[config.mk]
export PLATFORM = sky130hd
export DESIGN_NAME = port_disconnect_monitor
export DESIGN_NICKNAME = d
export VERILOG_FILES = /design/src/logic/unused_placeholder_none.sv /design/src/logic/pdm_pkg.sv /design/src/logic/pdm_ac_detect.sv /design/src/logic/pdm_in_filter.sv /design/src/logic/port_disconnect_monitor.sv
export SDC_FILE = /design/constraint.sdc
export NUM_CORES = 1
export LEC_CHECK = 0
export BUFFER_PORTS_ARGS = -buffer_cell sky130_fd_sc_hd__clkbuf_2
export CAP_MARGIN = 20
export CORE_UTILIZATION = 40
export DETAILED_ROUTE_END_ITERATION = 16
export GPL_TIMING_DRIVEN = 1
export SETUP_SLACK_MARGIN = 0.3
export SYNTH_ARGS = -nofsm -noshare
export SYNTH_HDL_FRONTEND = slang
export SYNTH_SLANG_ARGS = --single-unit
[constraint.sdc]
create_clock -name i_ref_clk -period 14.5 [get_ports i_ref_clk]
set_input_delay 2.175 -clock i_ref_clk [delete_from_list [all_inputs] [get_ports i_ref_clk]]
set_output_delay 2.175 -clock i_ref_clk [all_outputs]
set_load 0.1 [all_outputs]
[src/logic/unused_placeholder_none.sv]
`timescale 1ns/1ps
`default_nettype none
`default_nettype wire
[src/logic/pdm_pkg.sv]
`default_nettype none
package pdm_pkg;
	localparam int          NPORT        = 4;
	localparam int          TMR_W        = 26;
	localparam longint      CLK_HZ       = 40_000_000;
	localparam logic [7:0]  ADDR_POWER   = 8'h10;
	localparam logic [7:0]  ADDR_MODE    = 8'h12;
	localparam logic [7:0]  ADDR_DISC_EN = 8'h13;
	localparam logic [7:0]  ADDR_TIMING  = 8'h16;
	localparam logic [7:0]  ADDR_FAULT   = 8'h06;
	localparam int          DC_EN_LSB    = 0;
	localparam int          AC_EN_LSB    = 4;
	localparam int          DISCONNECT_TIMEOUT_LSB     = 0;
	localparam int          FAULT_LSB    = 4;
	localparam int          MODE_LSB     = 0;
	localparam logic [1:0]  MODE_NORMAL  = 2'h3;
	localparam logic [1:0]  MODE_RST     = 2'h0;
	localparam logic [7:0]  DISC_EN_RST  = 8'h0F;
	localparam logic [7:0]  TIMING_RST   = 8'h00;
	localparam longint      DIS_MS0      = 75;
	localparam longint      DIS_MS1      = 150;
	localparam longint      DIS_MS2      = 300;
	localparam longint      DIS_MS3      = 600;
	localparam longint      START_MS     = 60;
	localparam longint      GLITCH_NS    = 1000;
	localparam logic [TMR_W-1:0] DIS_CYC0  = TMR_W'(DIS_MS0 * CLK_HZ / 1000);
	localparam logic [TMR_W-1:0] DIS_CYC1  = TMR_W'(DIS_MS1 * CLK_HZ / 1000);
	localparam logic [TMR_W-1:0] DIS_CYC2  = TMR_W'(DIS_MS2 * CLK_HZ / 1000);
	localparam logic [TMR_W-1:0] DIS_CYC3  = TMR_W'(DIS_MS3 * CLK_HZ / 1000);
	localparam logic [TMR_W-1:0] START_CYC = TMR_W'(START_MS * CLK_HZ / 1000);
	localparam logic [7:0]  GLITCH_CYC   = 8'((GLITCH_NS * CLK_HZ + 999_999_999) / 1_000_000_000);
	localparam logic [7:0]  NO_FILT_CYC  = 8'h01;

	typedef struct packed {
		logic       wr;
		logic       rd;
		logic [7:0] addr;
		logic [7:0] wdata;
	} reg_req_s;

	typedef enum logic [2:0] {
		ST_OFF   = 3'b001,
		ST_START = 3'b010,
		ST_ON    = 3'b100
	} port_state_e;
endpackage
`default_nettype wire

[src/logic/pdm_ac_detect.sv]
`timescale 1ns/1ps
`default_nettype none
module pdm_ac_detect (
	input  wire logic                    i_ref_clk,
	input  wire logic                    i_rst,
	input  wire logic                    i_osc,
	input  wire logic [pdm_pkg::NPORT-1:0] i_above_floor,
	input  wire logic [pdm_pkg::NPORT-1:0] i_enable,
	output logic      [pdm_pkg::NPORT-1:0] o_keepalive
);
	import pdm_pkg::*;

	logic             osc_prev_ff;
	logic [NPORT-1:0] seen_ff;
	logic [NPORT-1:0] keep_ff;
	logic [NPORT-1:0] nxt_seen;
	logic [NPORT-1:0] nxt_keep;
	logic             period_edge;

	assign period_edge = i_osc & ~osc_prev_ff;

	// one keepalive per oscillator period, only if current exceeded the floor
	always_comb begin
		nxt_seen = seen_ff | i_above_floor;
		nxt_keep = '0;
		if (period_edge) begin
			nxt_keep = (seen_ff | i_above_floor) & i_enable;
			nxt_seen = '0;
		end
	end

	always_ff @(posedge i_ref_clk or posedge i_rst) begin
		if (i_rst) begin
			osc_prev_ff <= 1'b0;
			seen_ff     <= '0;
			keep_ff     <= '0;
		end else begin
			osc_prev_ff <= i_osc;
			seen_ff     <= nxt_seen;
			keep_ff     <= nxt_keep;
		end
	end

	assign o_keepalive = keep_ff;
endmodule
`default_nettype wire

[src/logic/pdm_in_filter.sv]
`timescale 1ns/1ps
`default_nettype none
module pdm_in_filter #(
	parameter int         W    = 4,
	parameter logic [7:0] FILT = 8'h01
) (
	input  wire logic         i_ref_clk,
	input  wire logic         i_rst,
	input  wire logic [W-1:0] i_async,
	output logic      [W-1:0] o_level
);
	for (genvar b = 0; b < W; b++) begin : g_bit
		logic       s1_ff;
		logic       s2_ff;
		logic       s3_ff;
		logic       out_ff;
		logic [7:0] cnt_ff;
		logic       nxt_out;
		logic [7:0] nxt_cnt;

		// change counts once stage two and three agree and hold for FILT cycles
		always_comb begin
			nxt_out = out_ff;
			nxt_cnt = 8'h00;
			if (s2_ff == s3_ff && s3_ff != out_ff) begin
				nxt_cnt = cnt_ff + 8'h01;
				if (nxt_cnt >= FILT) begin
					nxt_out = s3_ff;
					nxt_cnt = 8'h00;
				end
			end
		end

		always_ff @(posedge i_ref_clk or posedge i_rst) begin
			if (i_rst) begin
				s1_ff  <= 1'b0;
				s2_ff  <= 1'b0;
				s3_ff  <= 1'b0;
				out_ff <= 1'b0;
				cnt_ff <= 8'h00;
			end else begin
				s1_ff  <= i_async[b];
				s2_ff  <= s1_ff;
				s3_ff  <= s2_ff;
				out_ff <= nxt_out;
				cnt_ff <= nxt_cnt;
			end
		end

		assign o_level[b] = out_ff;
	end
endmodule
`default_nettype wire

[src/logic/port_disconnect_monitor.sv]
// Function
// - while a powered port has DC sensing on, its disconnect timer advances during undercurrent.
// - when a port's disconnect timer expires, the port is switched off and its fault flag set.
// - when undercurrent ends before timeout, the timer clears so a new episode starts at zero.
// - the undercurrent indication is glitch filtered before it may affect the timer.
// - a cleared DC enable bit in register 13h keeps undercurrent sensing away from that port.
// - bits 1:0 of register 16h pick the disconnect timeout for both sensing methods.
// - with AC sensing on, the timer advances while AC current stays under its floor, then trips.
// - AC current rising over the floor before full count resets the timer and keeps power.
// - a cleared AC enable bit in register 13h keeps impedance sensing away from that port.
// - the AC path resets the timer at most once per oscillator period, only if the floor was met.
// - AC and DC timer resets are ORed, so either enabled method alone keeps the port up.
// - after an internal reset the interrupt output rises and the host restores normal mode.
// - the disconnect timer is held off during the startup window and counts only after it.
`timescale 1ns/1ps
`default_nettype none
module port_disconnect_monitor #(
	parameter logic [pdm_pkg::TMR_W-1:0] P_DIS_CYC0 = pdm_pkg::DIS_CYC0,
	parameter logic [pdm_pkg::TMR_W-1:0] P_DIS_CYC1 = pdm_pkg::DIS_CYC1,
	parameter logic [pdm_pkg::TMR_W-1:0] P_DIS_CYC2 = pdm_pkg::DIS_CYC2,
	parameter logic [pdm_pkg::TMR_W-1:0] P_DIS_CYC3 = pdm_pkg::DIS_CYC3,
	parameter logic [pdm_pkg::TMR_W-1:0] P_START_CYC = pdm_pkg::START_CYC
) (
	input  wire logic                      i_ref_clk,
	input  wire logic                      i_rst,
	input  wire pdm_pkg::reg_req_s         i_reg_req,
	output logic      [7:0]                o_reg_rdata,
	output logic                           o_reg_rvalid,
	input  wire logic [pdm_pkg::NPORT-1:0] i_power_on,
	input  wire logic [pdm_pkg::NPORT-1:0] i_power_off,
	input  wire logic [pdm_pkg::NPORT-1:0] i_undercurrent,
	input  wire logic [pdm_pkg::NPORT-1:0] i_ac_above_floor,
	input  wire logic                      i_reference_osc_input,
	output logic      [pdm_pkg::NPORT-1:0] o_port_power,
	output logic      [pdm_pkg::NPORT-1:0] o_port_sense_drive,
	output logic      [pdm_pkg::NPORT-1:0] o_disc_event,
	output logic                           o_irq
);
	import pdm_pkg::*;

	// register file state
	logic [7:0]       disc_en_ff;
	logic [7:0]       timing_ff;
	logic [1:0]       mode_ff;
	logic [NPORT-1:0] fault_ff;
	logic             irq_ff;
	logic [7:0]       rdata_ff;
	logic             rvalid_ff;
	logic [7:0]       nxt_disc_en;
	logic [7:0]       nxt_timing;
	logic [1:0]       nxt_mode;
	logic [NPORT-1:0] nxt_fault;
	logic             nxt_irq;
	logic [7:0]       nxt_rdata;
	logic             nxt_rvalid;

	// detector and timer wiring
	logic [NPORT-1:0] uc_filt;
	logic [NPORT-1:0] ac_level;
	logic             osc_level;
	logic [NPORT-1:0] ac_keep;
	logic [NPORT-1:0] dc_en;
	logic [NPORT-1:0] ac_en;
	logic [NPORT-1:0] expire;
	logic [NPORT-1:0] powered;
	logic [TMR_W-1:0] dis_lim;

	// port output stage
	logic [NPORT-1:0] power_ff;
	logic [NPORT-1:0] drive_ff;
	logic [NPORT-1:0] event_ff;
	logic [NPORT-1:0] nxt_power;
	logic [NPORT-1:0] nxt_drive;
	logic [NPORT-1:0] nxt_event;

	// per-port method enables
	assign dc_en = disc_en_ff[DC_EN_LSB +: NPORT];
	assign ac_en = disc_en_ff[AC_EN_LSB +: NPORT];

	// undercurrent comparator outputs, synchronised and glitch filtered
	pdm_in_filter #(
		.W    (NPORT),
		.FILT (GLITCH_CYC)
	) u_uc_filt (
		.i_ref_clk (i_ref_clk),
		.i_rst     (i_rst),
		.i_async   (i_undercurrent),
		.o_level   (uc_filt)
	);

	// ac floor comparators and reference oscillator, synchronised only
	pdm_in_filter #(
		.W    (NPORT + 1),
		.FILT (NO_FILT_CYC)
	) u_ac_sync (
		.i_ref_clk (i_ref_clk),
		.i_rst     (i_rst),
		.i_async   ({i_reference_osc_input, i_ac_above_floor}),
		.o_level   ({osc_level, ac_level})
	);

	// one keepalive pulse per oscillator period
	pdm_ac_detect u_ac_detect (
		.i_ref_clk     (i_ref_clk),
		.i_rst         (i_rst),
		.i_osc         (osc_level),
		.i_above_floor (ac_level),
		.i_enable      (ac_en),
		.o_keepalive   (ac_keep)
	);

	// timeout selection shared by both sensing methods
	always_comb begin
		unique case (timing_ff[DISCONNECT_TIMEOUT_LSB +: 2])
			2'h0: dis_lim = P_DIS_CYC0;
			2'h1: dis_lim = P_DIS_CYC1;
			2'h2: dis_lim = P_DIS_CYC2;
			2'h3: dis_lim = P_DIS_CYC3;
		endcase
	end

	// per-port start window, disconnect timer and trip
	for (genvar p = 0; p < NPORT; p++) begin : g_port
		port_state_e      state_ff;
		port_state_e      nxt_state;
		logic [TMR_W-1:0] start_ff;
		logic [TMR_W-1:0] nxt_start;
		logic [TMR_W-1:0] dis_ff;
		logic [TMR_W-1:0] nxt_dis;
		// keepalive and trip terms
		logic             dc_keep;
		logic             keep;
		logic             armed;
		logic             trip;

		// either method's keepalive clears the timer; a full count with none trips
		assign dc_keep = dc_en[p] & ~uc_filt[p];
		assign keep    = dc_keep | ac_keep[p];
		assign armed   = (state_ff == ST_ON) & (dc_en[p] | ac_en[p]);
		assign trip    = armed & ~keep & (dis_ff >= dis_lim - TMR_W'(1));

		// off, then start window, then on; power off or a trip returns to off
		always_comb begin
			nxt_state = state_ff;
			nxt_start = '0;
			nxt_dis   = '0;
			unique case (state_ff)
				ST_OFF: begin
					// power requests only in normal mode
					if (i_power_on[p] && mode_ff == MODE_NORMAL) begin
						nxt_state = ST_START;
					end
				end
				ST_START: begin
					// disconnect timer held clear for the whole window
					nxt_start = start_ff + TMR_W'(1);
					if (i_power_off[p]) begin
						nxt_state = ST_OFF;
					end else if (start_ff >= P_START_CYC - TMR_W'(1)) begin
						nxt_state = ST_ON;
						nxt_start = '0;
					end
				end
				ST_ON: begin
					// power off wins over the timer
					if (i_power_off[p] || trip) begin
						nxt_state = ST_OFF;
					end else if (armed && !keep) begin
						nxt_dis = dis_ff + TMR_W'(1);
					end else begin
						nxt_dis = '0;
					end
				end
				// a corrupted one-hot code recovers to off
				default: begin
					nxt_state = ST_OFF;
				end
			endcase
		end

		always_ff @(posedge i_ref_clk or posedge i_rst) begin
			if (i_rst) begin
				state_ff <= ST_OFF;
				start_ff <= '0;
				dis_ff   <= '0;
			end else begin
				state_ff <= nxt_state;
				start_ff <= nxt_start;
				dis_ff   <= nxt_dis;
			end
		end

		// a same-cycle power off request wins, so no fault is flagged
		assign expire[p]  = trip & (state_ff == ST_ON) & ~i_power_off[p];
		assign powered[p] = (nxt_state != ST_OFF);
	end

	// port outputs
	always_comb begin
		nxt_power = powered;
		// sense drive follows the oscillator while powered with AC sensing on
		nxt_drive = powered & ac_en & {NPORT{osc_level}};
		// one-cycle trip pulse
		nxt_event = expire;
	end

	always_ff @(posedge i_ref_clk or posedge i_rst) begin
		if (i_rst) begin
			power_ff <= '0;
			drive_ff <= '0;
			event_ff <= '0;
		end else begin
			power_ff <= nxt_power;
			drive_ff <= nxt_drive;
			event_ff <= nxt_event;
		end
	end

	// register file: writes, fault flags, interrupt and read data
	always_comb begin
		nxt_disc_en = disc_en_ff;
		nxt_timing  = timing_ff;
		nxt_mode    = mode_ff;
		nxt_fault   = fault_ff;
		nxt_irq     = irq_ff;
		nxt_rdata   = rdata_ff;
		nxt_rvalid  = 1'b0;
		// writes to unmapped or read-only addresses are ignored
		if (i_reg_req.wr) begin
			unique case (i_reg_req.addr)
				ADDR_DISC_EN: nxt_disc_en = i_reg_req.wdata;
				ADDR_TIMING:  nxt_timing  = i_reg_req.wdata;
				ADDR_MODE: begin
					nxt_mode = i_reg_req.wdata[MODE_LSB +: 2];
					// entering normal mode acknowledges the reset interrupt
					if (i_reg_req.wdata[MODE_LSB +: 2] == MODE_NORMAL) begin
						nxt_irq = 1'b0;
					end
				end
				ADDR_FAULT: begin
					// write 1 clears
					nxt_fault = fault_ff & ~i_reg_req.wdata[FAULT_LSB +: NPORT];
				end
				default: begin
				end
			endcase
		end
		// a trip in the same cycle as a clear still sets the flag
		nxt_fault = nxt_fault | expire;
		// read answer registered one cycle after the request
		if (i_reg_req.rd) begin
			nxt_rvalid = 1'b1;
			unique case (i_reg_req.addr)
				ADDR_DISC_EN: nxt_rdata = disc_en_ff;
				ADDR_TIMING:  nxt_rdata = timing_ff;
				ADDR_MODE: begin
					nxt_rdata = 8'h00;
					nxt_rdata[MODE_LSB +: 2] = mode_ff;
				end
				ADDR_FAULT: begin
					nxt_rdata = 8'h00;
					nxt_rdata[FAULT_LSB +: NPORT] = fault_ff;
				end
				ADDR_POWER: begin
					nxt_rdata = 8'h00;
					nxt_rdata[NPORT-1:0] = power_ff;
				end
				default:      nxt_rdata = 8'h00;
			endcase
		end
	end

	// reset leaves DC sensing on, the shortest timeout and the interrupt raised
	always_ff @(posedge i_ref_clk or posedge i_rst) begin
		if (i_rst) begin
			disc_en_ff <= DISC_EN_RST;
			timing_ff  <= TIMING_RST;
			mode_ff    <= MODE_RST;
			fault_ff   <= '0;
			irq_ff     <= 1'b1;
			rdata_ff   <= 8'h00;
			rvalid_ff  <= 1'b0;
		end else begin
			disc_en_ff <= nxt_disc_en;
			timing_ff  <= nxt_timing;
			mode_ff    <= nxt_mode;
			fault_ff   <= nxt_fault;
			irq_ff     <= nxt_irq;
			rdata_ff   <= nxt_rdata;
			rvalid_ff  <= nxt_rvalid;
		end
	end

	// every output straight from a register
	assign o_reg_rdata        = rdata_ff;
	assign o_reg_rvalid       = rvalid_ff;
	assign o_port_power       = power_ff;
	assign o_port_sense_drive = drive_ff;
	assign o_disc_event       = event_ff;
	assign o_irq              = irq_ff;
endmodule
`default_nettype wire

# Word-level counts from Yosys, hierarchy flattened
# Index checks and enable logic that the tools add are counted.
dict set report word_totals {
  word_cells 310
  register_bits 381
  out_inout_bits 22
  inputBits 37
}
dict set report op_classes {
  n_bitwise 53
  mux 69
  n_eq_ne 44
  add_sub_neg 18
  n_lt_le_gt_ge 17
  n_reduce_logical 39
}
# operator n
set op_table {}
lappend op_table {{26-bit two-way mux} 24}
lappend op_table {{26-bit by 1-bit adder with 26-bit output, second input constant} 8}
lappend op_table {{8-bit two-way mux} 18}
lappend op_table {{26-bit by 22-bit >= comparator with 1-bit output, second input constant} 4}
lappend op_table {{26-bit >= comparator} 4}
lappend op_table {{26-bit case mux with 4 select lines} 1}
lappend op_table {{8-bit by 1-bit adder with 8-bit output, second input constant} 9}
lappend op_table {{3-bit two-way mux} 16}
lappend op_table {{8-bit by 1-bit >= comparator with 1-bit output, second input constant} 5}
lappend op_table {{8-bit case mux with 5 select lines} 1}
lappend op_table {{3-bit case mux with 3 select lines} 4}
lappend op_table {{8-bit by 5-bit equality test with 1-bit output, second input constant} 4}
lappend op_table {{8-bit by 6-bit >= comparator with 1-bit output, second input constant} 4}
lappend op_table {{26-bit by 1-bit subtractor with 26-bit output, second input constant} 1}
lappend op_table {{1-bit bitwise AND} 25}
lappend op_table {{2-bit AND reduction} 12}
lappend op_table {{1-bit logical AND} 17}
lappend op_table {{4-bit bitwise AND} 4}
lappend op_table {{4-bit two-way mux} 4}
lappend op_table {{1-bit NOT} 13}
lappend op_table {{3-bit by 1-bit equality test with 1-bit output, second input constant} 4}
lappend op_table {{3-bit by 2-bit equality test with 1-bit output, second input constant} 4}
lappend op_table {{3-bit equality test, second input constant} 4}
lappend op_table {{3-bit by 1-bit != test with 1-bit output, second input constant} 4}
lappend op_table {{13 further kinds} 46}

# Longest topological paths before layout
dict set report depth {
  depth_word 12
  ltp_mapped 13
}

# Hierarchy
# From an unflattened synthesis, not the netlist that was laid out.
dict set report unflattened {
  cells_unflattened 1993
  hier_area_um2 20017.9
}
# mod instances area_per_inst_um2 seq_area_each_um2 cells_per_inst
set modules_own_cells {}
lappend modules_own_cells {port_disconnect_monitor 1 14739.1 6617.6 1520}
lappend modules_own_cells {{pdm_in_filter at u_ac_sync} 1 2637.5 1501.4 225}
lappend modules_own_cells {{pdm_in_filter at u_uc_filt} 1 2311.0 1201.2 224}
lappend modules_own_cells {pdm_ac_detect 1 330.3 225.2 24}

# Least setup slack after synthesis
# OpenSTA, ideal clock, no wires.
dict set report synth_timing {
  kind {input to register}
  startpoint {input port i_reg_req[11] (netlist bit)}
  endpoint {register mode_ff[0]}
  stages 6
  t_arrival_ns 3.678
  setup_time_ns 0.125
  slack_ns 10.697
  t_required_ns 14.375
  path_buffers 1
  cell_sequence {nor4_1 > and3b_1 > clkbuf_1 > nand2_1 > nor3b_1 > mux2_2}
}
dict set report synth_via {
  elab_chain_len 2
}
# item line
set synth_rtl {}
lappend synth_rtl {{from (decl)} port_disconnect_monitor.sv:26} ;# input wire pdm_pkg::reg_req_s i_reg_req,
lappend synth_rtl {{8-bit by 5-bit equality test with 1-bit output} port_disconnect_monitor.sv:230} ;# unique case (i_reg_req.addr)
lappend synth_rtl {{2-bit AND reduction (no source line)} --}
lappend synth_rtl {{to (signal assigned)} port_disconnect_monitor.sv:286} ;# mode_ff <= nxt_mode;
lappend synth_rtl {{to (decl)} port_disconnect_monitor.sv:44} ;# logic [1:0] mode_ff;
# Every way passes these cells.
# A chain may end at the register's enable or synchronous reset.

# Worst setup path in the final report
dict set report layout_timing {
  startpoint {register timing_ff[0]}
  endpoint {register g_port[2].dis_ff[2]}
}
dict set report layout_via {
  elab_chain_len 8
  word_cells_on_any_way 11
  cone_classes {add/sub: 1; order compare: 1; eq/ne: 3; mux: 3; bitwise: 1; reduce/logical: 2}
}
# item line
set layout_rtl {}
lappend layout_rtl {{from (decl)} port_disconnect_monitor.sv:43} ;# logic [7:0] timing_ff;
lappend layout_rtl {{from (signal assigned)} port_disconnect_monitor.sv:285} ;# timing_ff <= nxt_timing;
lappend layout_rtl {{2-bit equality test (tied with other cells)} port_disconnect_monitor.sv:114} ;# unique case (timing_ff[DISCONNECT_TIMEOUT_LSB +: 2])
lappend layout_rtl {{26-bit case mux with 4 select lines (*)} port_disconnect_monitor.sv:114}
lappend layout_rtl {{26-bit by 1-bit subtractor with 26-bit output (*)} port_disconnect_monitor.sv:140} ;# assign trip = armed & ~keep & (dis_ff >= dis_lim - TMR_W'(1));
lappend layout_rtl {{26-bit >= comparator (*)} port_disconnect_monitor.sv:140}
lappend layout_rtl {{1-bit bitwise AND (*)} port_disconnect_monitor.sv:140}
lappend layout_rtl {{1-bit logical OR (*)} port_disconnect_monitor.sv:166} ;# if (i_power_off[p] || trip) begin
lappend layout_rtl {{26-bit two-way mux (*)} port_disconnect_monitor.sv:166}
lappend layout_rtl {{26-bit two-way mux (*)} port_disconnect_monitor.sv:147} ;# unique case (state_ff)
lappend layout_rtl {{named net g_port[2].nxt_dis[2]} port_disconnect_monitor.sv:129} ;# logic [TMR_W-1:0] nxt_dis;
lappend layout_rtl {{to (signal assigned)} port_disconnect_monitor.sv:189} ;# dis_ff <= nxt_dis;
lappend layout_rtl {{to (decl)} port_disconnect_monitor.sv:128} ;# logic [TMR_W-1:0] dis_ff;
# Mark *: on every way through the listed nets, which the timed path passes. The rest lies on a longest branch. The select of a mux whose other input is x is not followed.

==> flow_metrics.env <==
export IMPL_status="finished, violations left"
export IMPL_violations="design-rule violations"
export IMPL_cts_tree="done"
export IMPL_cellLeakagePower_nw=9.56
export IMPL_grt_total_usage=0.169
export IMPL_fin_ws_ns=9.75
export IMPL_cp_arrival_ns=5.23
export IMPL_hpwlAfterDp_um=27800
export IMPL_ys_types=77
export IMPL_gp_congestion=0.854
export IMPL_rows=79
export IMPL_path_cells="inv_1 -> ha_1 -> nor2_1 -> nor2_1 -> ha_1 -> a21o_1 -> a21o_1 -> a221o_1 -> a31o_2 -> or3_2 -> nor2_1"
export IMPL_worst_hold_slack_ns=0.348
export IMPL_avgSynthCellArea_um2=10.1
export IMPL_drt_first_pass_iters=11
export IMPL_grt_pass1_wl_um=66200
export IMPL_synth_top_flop_cell="dfrtp_1"
export IMPL_initial_core_util=0.407
export IMPL_layout_commonest_cell="dfrtp_1"
export IMPL_final_core_util=0.463
export IMPL_max_freq_mhz=210
export IMPL_postCtsSetupRepairBufs=0
export IMPL_yosys_warnings=0
export IMPL_grt_start_max_net_pins=166
export IMPL_nNetsFinal=2138
export IMPL_avgRoutedWirePerCell_um=15.3
export IMPL_grt_pass1_vias=13100
export IMPL_tightestPinTransition_ns=1.06
export IMPL_cp_required_ns=14.97
export IMPL_vias=13500
export IMPL_p_total_mw=2.31
export IMPL_finalWirelength_um=40200
export IMPL_seq_area_frac_synth=0.500
export IMPL_layout_drive_gt1_share=0.102
export IMPL_fp_dieW_um=220
export IMPL_place_area_mm2=0.0202
export IMPL_syn_to_final_growth_pct=13.6
export IMPL_critPathBufInv=1
export IMPL_multi_input_comb_area_mm2=0.00922
export IMPL_drt_initial_drc_count=569
export IMPL_numPortBuffers=58
export IMPL_critPathTopFamily="simple AND/OR/NAND/NOR gates"
export IMPL_register_area_mm2=0.00955
export IMPL_drv_cap=0
export IMPL_maxSlewViolCount=0
export IMPL_clk_pin_slew_ns=0.06
export IMPL_dp_cells=2551
export IMPL_ys_ff_latch=381
export IMPL_grt_overflow_total=0
export IMPL_dieArea_mm2=0.0486
export IMPL_numCtsBuffers=42
export IMPL_vdd_drop_max_v=0.0000845
export IMPL_tns_ns=0
export IMPL_root_buffer="clkbuf_16"
export IMPL_setup_viol=0
export IMPL_antenna_found_initial=3
export IMPL_cts_htree_levels=2
export IMPL_die_h_um=220
export IMPL_finalCritPeriodShare=0.328
export IMPL_cp_common_cell="nor2_1"
export IMPL_power_density_cell_area_mw_per_mm2=106
export IMPL_clock_sinks=381
export IMPL_stdcell_area_mm2=0.0217
export IMPL_rsz0062_at_grt="false"
export IMPL_cts_max_path_buffers=3
export IMPL_stdcell_count=2632
export IMPL_final_cell_mix="dfrtp_1 (372), nor2_1 (313), nand2_1 (129)"
export IMPL_syn_cell_area_mm2=0.0191
export IMPL_skew_ns=0.0265
export IMPL_max_slew_margin=0.291
export IMPL_num_fill_cells=4408
export IMPL_io_pins=59
export IMPL_ant_nets=0
export IMPL_startpoint_type="register"
export IMPL_timing_final_hold_violations=0
export IMPL_cts_resized=0
export IMPL_syn_inst=1882
export IMPL_fin_crit_ns=4.75
export IMPL_path_class="register to register"
export IMPL_max_stage_delay_ns=0.90
export IMPL_hold_buffers=0
export IMPL_hold_path_class="register to register"
export IMPL_drc=4
export IMPL_viasPerCell=5.14
export IMPL_cp_slowest_cell="or3_2"
export IMPL_post_place_ws_ns=9.57
export IMPL_synth_edf_count=0
export IMPL_diodes=0
export IMPL_async_reset_ff_frac=1.00
export IMPL_crit_path_end_kind="register"
export IMPL_crit_fanout=26
export IMPL_clk_latency_ns=0.57
export IMPL_core_mm2=0.0469
-- worst paths after layout --
check                                         startpoint                       end  slack, ns  cells past startpoint
worst min register to register  u_ac_sync.g_bit[3].s1_ff  u_ac_sync.g_bit[3].s2_ff       0.35                      0
worst max register to register              timing_ff[0]       g_port[2].dis_ff[2]       9.75                     11
worst max-delay path                        timing_ff[0]       g_port[2].dis_ff[2]       9.75                     11
max in group asynchronous                          i_rst      g_port[3].dis_ff[25]      10.30                      5
min in group asynchronous                          i_rst     g_port[2].start_ff[2]       1.64                      2
worst min-delay path            u_ac_sync.g_bit[3].s1_ff  u_ac_sync.g_bit[3].s2_ff       0.35                      0
-- power by group --
part           internal [mW]  total, mW  switching [mW]
combinational         0.0230     0.0770          0.0540
clock                  0.687       1.13           0.444
sequential              1.08       1.10          0.0165
-- cell usage after synthesis, types with 4 or more instances --
library cell / n / area (um2)
a211o_1: 4 / 35.0
a211oi_1: 6 / 45.0
a21o_1: 20 / 150
a21oi_1: 51 / 255
a22oi_1: 4 / 30.0
a311o_1: 4 / 40.0
a31oi_1: 5 / 31.3
a32oi_1: 5 / 43.8
and2_1: 9 / 56.3
and3_1: 56 / 350
and4_1: 17 / 149
and4b_1: 4 / 40.0
buf_2: 10 / 50.1
clkbuf_1: 25 / 93.8
dfrtp_1: 372 / 9310
dfstp_2: 9 / 236
ha_1: 110 / 1380
inv_1: 75 / 282
mux2_2: 22 / 248
mux2i_1: 6 / 60.1
nand2_1: 129 / 484
nand2b_1: 12 / 75.1
nand3_1: 105 / 526
nand3b_1: 5 / 37.5
nand4_1: 59 / 369
nor2_1: 313 / 1170
nor2_4: 18 / 203
nor2b_1: 10 / 62.6
nor3_1: 20 / 100
nor3b_1: 6 / 45.0
nor4_1: 13 / 81.3
o211ai_1: 10 / 75.1
o21a_1: 4 / 30.0
o21ai_0: 51 / 255
o22ai_1: 11 / 68.8
o31ai_1: 8 / 60.1
or3_1: 13 / 81.3
or4_1: 8 / 60.1
xnor2_1: 92 / 806
xor2_1: 121 / 1060
-- registers in the layout (all words and copies together), names as in the netlist, 8 cells and up --
name                    flops
g_port.dis_ff             104
g_port.start_ff           104
u_ac_sync.g_bit.cnt_ff     40
u_uc_filt.g_bit.cnt_ff     32
g_port.state_ff            12
disc_en_ff                  8
o_reg_rdata                 8
timing_ff                   8
-- layout make-up --
type,count,area share
sequential,381,0.440
multi-input combinational,1425,0.425
clock buffer,58,0.0568
tap,607,0.0350
timing repair buffer,66,0.0181
inverter,75,0.0133
clock inverter,20,0.0119
-- kinds of logic after synthesis --
logic type,count (synthesis),synth area share
AND/OR/NAND/NOR,815,0.212
flip-flops,381,0.500
AO/OA/AOI/OAI,221,0.0769
XOR/XNOR,213,0.0977
buffers and inverters,113,0.0247
adder cells (fa/ha/maj),110,0.0721
multiplexers,28,0.0161
other,1,0.000196
-- metal layers --
layer	wire [um]	vias to the layer above	global-route usage
met2	18900	162	0.269
met5	46	-	0
met1	19000	6586	0.231
met3	1460	59	0.0324
li1	-	6713	-
met4	833	6	0.0543
-- worst reg2reg max path, cell delays in order (launching register included) --
cell and delay, ns:
dfrtp_1 0.56, inv_1 0.50, ha_1 0.61, nor2_1 0.23, nor2_1 0.38, ha_1 0.33, a21o_1 0.19, a21o_1 0.17
a221o_1 0.31, a31o_2 0.22, or3_2 0.90, nor2_1 0.27
No activity file was read; power rests on OpenSTA's default activity.
